<file path="src/verilog/amid_defs.svh">
`ifndef AMID_DEFS_SVH
`define AMID_DEFS_SVH

// ======================================================================
// Register offsets (byte addresses)
`define AMID_OFS_ID0 12'hFF0
`define AMID_OFS_ID1 12'hFF4
`define AMID_OFS_ID2 12'hFF8
`define AMID_OFS_ID3 12'hFFC
`define AMID_OFS_CTRL 12'hF00
`define AMID_OFS_STAT 12'hF04

// ======================================================================
// Identification field values
`define AMID_PREAMBLE0 8'h0D
`define AMID_CLASS 4'h9
`define AMID_PREAMBLE_LOW 4'h0
`define AMID_PREAMBLE2 8'h05
`define AMID_PREAMBLE3 8'hB1
`define AMID_RSVD_ZERO 24'h000000

// ======================================================================
// Field positions and reset values
`define AMID_CLASS_MSB 7
`define AMID_CLASS_LSB 4
`define AMID_CTRL_CLR_BIT 0
`define AMID_CTRL_EN_BIT 1
`define AMID_CTRL_RST 2'h2
`define AMID_STAT_LAST_BIT 16
`define AMID_CNT_RST 16'h0000
`define AMID_CNT_MAX 16'hFFFF
`define AMID_WORD_ZERO 32'h00000000

`endif

</file>
<file path="src/verilog/amid_pkg.sv">
package amid_pkg;
  typedef logic [11:0] amid_addr_t;
  typedef logic [31:0] amid_word_t;
  typedef logic [15:0] amid_cnt_t;
  typedef enum logic [2:0] {
    AMID_SEL_NONE,
    AMID_SEL_ID0,
    AMID_SEL_ID1,
    AMID_SEL_ID2,
    AMID_SEL_ID3,
    AMID_SEL_CTRL,
    AMID_SEL_STAT
  } amid_sel_t;
endpackage

</file>
<file path="src/verilog/amid_dec_if.sv">
`timescale 1ns/10ps
interface amid_dec_if;
  import amid_pkg::*;
  amid_addr_t addr;
  amid_sel_t sel;
  logic id_hit;
  amid_word_t id_word;
  modport rom (input addr, output sel, output id_hit, output id_word);
  modport user (output addr, input sel, input id_hit, input id_word);
endinterface

</file>
<file path="src/verilog/amid_id_rom.sv">
`timescale 1ns/10ps
`include "amid_defs.svh"
module amid_id_rom (
  amid_dec_if.rom dec
);
  import amid_pkg::*;

  // ====================================================================
  // Address decode and constant words
  // Pure constants: nothing here can be altered by any bus write
  // constant words, upper zero
  always_comb begin
    dec.sel = AMID_SEL_NONE;
    dec.id_hit = 1'b0;
    dec.id_word = `AMID_WORD_ZERO;
    unique case (dec.addr)
      `AMID_OFS_ID0: begin
        dec.sel = AMID_SEL_ID0;
        dec.id_hit = 1'b1;
        dec.id_word = {`AMID_RSVD_ZERO, `AMID_PREAMBLE0};
      end
      `AMID_OFS_ID1: begin
        dec.sel = AMID_SEL_ID1;
        dec.id_hit = 1'b1;
        dec.id_word = {`AMID_RSVD_ZERO, `AMID_CLASS, `AMID_PREAMBLE_LOW};
      end
      `AMID_OFS_ID2: begin
        dec.sel = AMID_SEL_ID2;
        dec.id_hit = 1'b1;
        dec.id_word = {`AMID_RSVD_ZERO, `AMID_PREAMBLE2};
      end
      `AMID_OFS_ID3: begin
        dec.sel = AMID_SEL_ID3;
        dec.id_hit = 1'b1;
        dec.id_word = {`AMID_RSVD_ZERO, `AMID_PREAMBLE3};
      end
      `AMID_OFS_CTRL: begin
        dec.sel = AMID_SEL_CTRL;
      end
      `AMID_OFS_STAT: begin
        dec.sel = AMID_SEL_STAT;
      end
      default: begin
        dec.sel = AMID_SEL_NONE;
      end
    endcase
  end
endmodule

</file>
<file path="src/verilog/amid_wr_counter.sv">
`timescale 1ns/10ps
`include "amid_defs.svh"
module amid_wr_counter (
  input wire logic ref_clk,
  input wire logic nrst,
  input wire logic inc,
  input wire logic clr,
  output amid_pkg::amid_cnt_t count
);
  import amid_pkg::*;

  amid_cnt_t count_reg;
  amid_cnt_t count_next;

  // ====================================================================
  // Saturating count; an increment in the clearing cycle survives
  always_comb begin
    count_next = count_reg;
    if (clr) begin
      count_next = inc ? 16'h0001 : `AMID_CNT_RST;
    end else if (inc && count_reg != `AMID_CNT_MAX) begin
      count_next = count_reg + 16'h0001;
    end
  end

  always_ff @(posedge ref_clk) begin
    if (!nrst) begin
      count_reg <= `AMID_CNT_RST;
    end else begin
      count_reg <= count_next;
    end
  end

  assign count = count_reg;
endmodule

</file>
<file path="src/verilog/amid_regs.sv">
// Implementation choice: the strobed register port.
`timescale 1ns/10ps
`include "amid_defs.svh"
module amid_regs (
  input wire logic ref_clk,
  input wire logic nrst,
  input amid_pkg::amid_addr_t reg_addr,
  input amid_pkg::amid_word_t reg_wdata,
  input wire logic reg_wr,
  input wire logic reg_rd,
  output amid_pkg::amid_word_t reg_rdata
);
  import amid_pkg::*;

  amid_dec_if dec ();
  logic [1:0] ctrl_reg;
  logic last_id_wr_reg;
  amid_word_t rdata_reg;
  amid_word_t rdata_next;
  amid_cnt_t ign_count;
  logic clr_pulse;
  logic id_wr;

  // ====================================================================
  // Decode
  assign dec.addr = reg_addr;

  amid_id_rom u_rom (
    .dec(dec)
  );

  assign id_wr = reg_wr && dec.id_hit;
  assign clr_pulse = reg_wr && dec.sel == AMID_SEL_CTRL && reg_wdata[`AMID_CTRL_CLR_BIT];

  amid_wr_counter u_cnt (
    .ref_clk(ref_clk),
    .nrst(nrst),
    .inc(id_wr && ctrl_reg[`AMID_CTRL_EN_BIT]),
    .clr(clr_pulse),
    .count(ign_count)
  );

  // ====================================================================
  // Control: bit 1 enables counting, bit 0 clears (self-clearing)
  always_ff @(posedge ref_clk) begin
    if (!nrst) begin
      ctrl_reg <= `AMID_CTRL_RST;
    end else if (reg_wr && dec.sel == AMID_SEL_CTRL) begin
      ctrl_reg <= {reg_wdata[`AMID_CTRL_EN_BIT], 1'b0};
    end
  end

  // Remembers whether the latest write targeted an ID word
  always_ff @(posedge ref_clk) begin
    if (!nrst) begin
      last_id_wr_reg <= 1'b0;
    end else if (reg_wr) begin
      last_id_wr_reg <= dec.id_hit;
    end
  end

  // ====================================================================
  // Read path
  always_comb begin
    rdata_next = `AMID_WORD_ZERO;
    if (reg_rd) begin
      unique case (dec.sel)
        AMID_SEL_CTRL: rdata_next = {30'h00000000, ctrl_reg};
        AMID_SEL_STAT: rdata_next = {15'h0000, last_id_wr_reg, ign_count};
        // ID words returned from the constant table
        default: rdata_next = dec.id_word;
      endcase
    end
  end

  // data valid only the cycle after the strobe
  always_ff @(posedge ref_clk) begin
    if (!nrst) begin
      rdata_reg <= `AMID_WORD_ZERO;
    end else begin
      rdata_reg <= rdata_next;
    end
  end

  assign reg_rdata = rdata_reg;

  // ====================================================================
  // Checks
  // Reference words kept apart from the decoder, so a decode slip shows
  localparam amid_word_t REF_WORD [4] = '{
    32'h0000000D,
    32'h00000090,
    32'h00000005,
    32'h000000B1
  };

  amid_word_t ref_word;
  logic ref_hit;

  always_comb begin
    ref_word = `AMID_WORD_ZERO;
    ref_hit = 1'b0;
    for (int k = 0; k < 4; k++) begin
      if (reg_addr == `AMID_OFS_ID0 + 12'(4 * k)) begin
        ref_word = REF_WORD[k];
        ref_hit = 1'b1;
      end
    end
  end

  for (genvar w = 0; w < 4; w++) begin : g_id_chk

  end
endmodule

</file>
<file path="config.mk">
export PLATFORM = sky130hd
export DESIGN_NAME = amid_regs
export DESIGN_NICKNAME = d
export VERILOG_FILES = /design/src/verilog/amid_pkg.sv /design/src/verilog/amid_dec_if.sv /design/src/verilog/amid_id_rom.sv /design/src/verilog/amid_wr_counter.sv /design/src/verilog/amid_regs.sv
export VERILOG_INCLUDE_DIRS = /design/src /design/src/verilog
export SDC_FILE = /design/constraint.sdc
export NUM_CORES = 1
export LEC_CHECK = 0
export ABC_AREA = 1
export CAP_MARGIN = 10
export CORE_UTILIZATION = 64
export DETAILED_ROUTE_END_ITERATION = 16
export DONT_BUFFER_PORTS = 1
export PLACE_DENSITY = 0.87
export SYNTH_ARGS = -nofsm -noshare
export SYNTH_HDL_FRONTEND = slang
export SYNTH_HIERARCHICAL = 1
export SYNTH_SLANG_ARGS = --single-unit
</file>
<file path="constraint.sdc">
create_clock -name ref_clk -period 2.77 [get_ports ref_clk]
set_clock_uncertainty 0.15 [all_clocks]
set_input_delay 0.1385 -clock ref_clk [delete_from_list [all_inputs] [get_ports ref_clk]]
set_output_delay 0.1385 -clock ref_clk [all_outputs]
set_load 0.1 [all_outputs]
</file>
==> impl_results.md <==
* Clock tree buffer depth at 2
* Core area at 4090 sq um
* CTS tree: done
* ANT cells at 0
* DRC viols at 0
* Post-cts resize count at 0
* Rows at 23
* I/O Buffers at 0
* Hold_ws at 35.1 ps
* Most frequent cells in the layout: nand2_1 (58), dfxtp_1 (50), nand3_1 (39)
* Finished Cell Area at 2810 sq um
* Mean Syn Cell Area at 7.68 sq um
* Slew headroom at 35.2%
* PD cells at 476 nW/um^2
* Proportion of layout cells with a drive suffix above 1 at 14.0%
* Hold/Removal Path Class: input port to flop
* Startpoint Class: input port
* XOR/XNOR Fraction of Synth Area at 1.26%
* Critical path class: input port to flop
* Nets at 412
* CP max stage cell: dlygate4sd3_1
* Initial antenna violation count at 0
* Main combinational cell family by area after synthesis: simple AND/OR/NAND/NOR gates
* Post-Layout Cell Count at 414
* Register area share after synthesis at 35.9%
* Combinational power share at 4.6%
* Setup violators final at 0
* Clk root buf: clkbuf_8
* Final Cycle Share at 79.0%
* Flop pwr share at 63.5%
* Simple-gate portion of the synthesized area at 39.3%
* Min Tclk post-route at 2190 ps
* Worst Path Buf+Inv at 3
* Worst Hold Launch: reg_addr[2]
* Clk sinks at 50
* Total of max-cap violations at 0
* Worst Max-Slew Pin Slew at 970 ps
* Sw frac at 30.0%
* Crit-path leading delay family: simple AND/OR/NAND/NOR gates
* Crit-path cells: nand2_1, nor2_8, nand3_4, nand2_1, inv_2, nor2_1, nand3_4, buf_4, o21ai_0, nand3_1, dlygate4sd3_1
* Final setup TNS at 0 ps
* Detailed placement HPWL at 3.79 mm
* Worst skew pair latency at 310 ps
* Final WL at 5.53 mm
* #FFs+latches synth at 50
* Max Fanout on Critical Path at 19
* IO Pins at 80
* Status: finished, final reports clean
* Largest net degree at the start of global routing at 22
* Max-slew violations at 0
* Yosys cell types at 30
* Pleak at 1.19 nW
* Total grt overflow at 0
* DR vias/cell at 5.57
* Yosys warning count at 6
* # H-tree levels at 2
* Commonest non-fill, non-tap cell in the layout: nand2_1
* WL/cell at 13.4 um
* RSZ-0062 raised after global routing: false
* Internal Pwr Total at 0.935 mW
* Compound-Gate Fraction of Synth Area at 6.87%
* FF-to-FF Start: u_cnt/count[0]$_SDFFE_PN0P_
* Adder-Cell Fraction of Synth Area at 0.449%
* Gpl congestion at 0.926
* Cts bufs inserted at 5
* Initial DRC count at 158
* Clk network pwr share at 31.8%
* Die Y at 68.0 um
* Largest stage delay, worst path at 570 ps
* Req. time, crit path at 2820 ps
* Remaining antenna violation count after routing at 0
* Mux contribution to synthesized area at 0%
* Pre-CTS setup slack at 441 ps
* NetSw at 0.400 mW
* Tot GR Track Use at 26.7%
* Post-placement cell area at 2680 sq um
* CP startpoint: reg_addr[10]
* Vias post-DR at 2306
* Peak Freq at 457 MHz
* Vias in the first global route at 2098
* Mapped Area at 2790 sq um
* Critical Path AT at 2240 ps
* Worst IR drop on VDD at 189 uV
* Global-route wire length before repair at 9.29 mm
* First-pass DRT Iterations at 5
* Final Hold Vio Count at 0
* Worst Setup End Kind: flop
* Max reg flops at 32
* Cells after DPL at 402
* Area Growth Syn to Fin at 0.674%
* Worst-path clk slew at 90 ps
* PnR worst setup slack at 583 ps
* Die width at 68.0 um
* Mapped Cells at 363
* Die Area at 4620 sq um
* Starting density of the core at 68.2%
layer usage:
metal	global-route usage, %	share of wire (%)	up-vias
met4	12.8	2.8	0
met5	0	0	-
met2	43.9	48	121
li1	-	-	1134
met3	7.17	8.4	21
met1	31.9	41	1030
path summary, 6_finish.rpt:
kind / cells after the start / end / slack (ps)
worst max-delay path: 11 / ctrl_reg[1]$_SDFFE_PN1P_ / 580
worst min-delay path: 5 / reg_rdata[2]$_SDFF_PN0_ / 40
worst max register to register: 8 / u_cnt/count[4]$_SDFFE_PN0P_ / 820
worst min register to register: 2 / last_id_wr_reg$_SDFFE_PN0P_ / 340
worst min-delay path, stage by stage:
cell and delay (ps):
nor2_1 40, nand3_1 100, inv_1 50, nand3_1 70
a21oi_1 50
kinds of logic (layout without fill, tap and decap cells):
family	after synthesis	in the layout
adders and majority gates	1	1
and+or+nand+nor	194	194
other	1	26
DFF	50	50
AOI/OAI and AO/OA	34	34
buffers and inverters	79	55
xor gates and xnor gates	4	4
Yosys cell counts:
master	count	area share, %
a21boi_0	1	0.27
a21oi_1	26	4.7
a21oi_2	1	0.31
buf_2	4	0.72
buf_4	29	7.8
buf_6	5	2.0
clkbuf_1	3	0.40
conb_1	1	0.13
dfxtp_1	50	36
ha_1	1	0.45
inv_1	32	4.3
inv_2	6	0.81
nand2_1	58	7.8
nand2_2	7	1.6
nand2_4	3	1.2
nand3_1	39	7.0
nand3_4	3	1.9
nand3b_1	1	0.27
nand4_1	23	5.2
nor2_1	36	4.8
nor2_2	1	0.22
nor2_4	3	1.2
nor2_8	2	1.4
nor3_1	2	0.36
nor3b_1	5	1.3
nor3b_2	11	4.9
o2111ai_1	1	0.31
o21ai_0	4	0.72
o21ai_4	1	0.58
xor2_1	4	1.3
power by group through the flow:
stage,registers [mW],clock network [mW],logic (mW)
2_1_floorplan,0.864,0,0.0741
3_3_place_gp,0.865,0,0.0524
3_5_place_dp,0.866,0,0.0537
4_1_cts,0.849,0.429,0.0590
5_1_grt,0.852,0.457,0.0692
6_report,0.849,0.425,0.0619
metrics by stage:
stage / power (mW) / util [%]
2_1_floorplan: 0.938 / -
3_3_place_gp: 0.918 / 65.5
3_5_place_dp: 0.919 / 65.5
4_1_cts: 1.34 / 68.6
5_1_grt: 1.38 / 68.6
6_report: 1.34 / 68.6
what timing repair did:
action | in CTS | in global routing
endpoints found under the hold margin | 11 | 0
hold buffers | 4 | 0
setup buffers | 0 | 0
layout make-up:
class                      count  area, sq um
fill                         327         1280
sequential                    50         1000
timing repair buffer           9         77.6
tap                           50         62.6
clock inverter                 3         21.3
inverter                      38          143
multi-input combinational    259         1430
clock buffer                   5         68.8
Power figures use the tool's default switching activity.
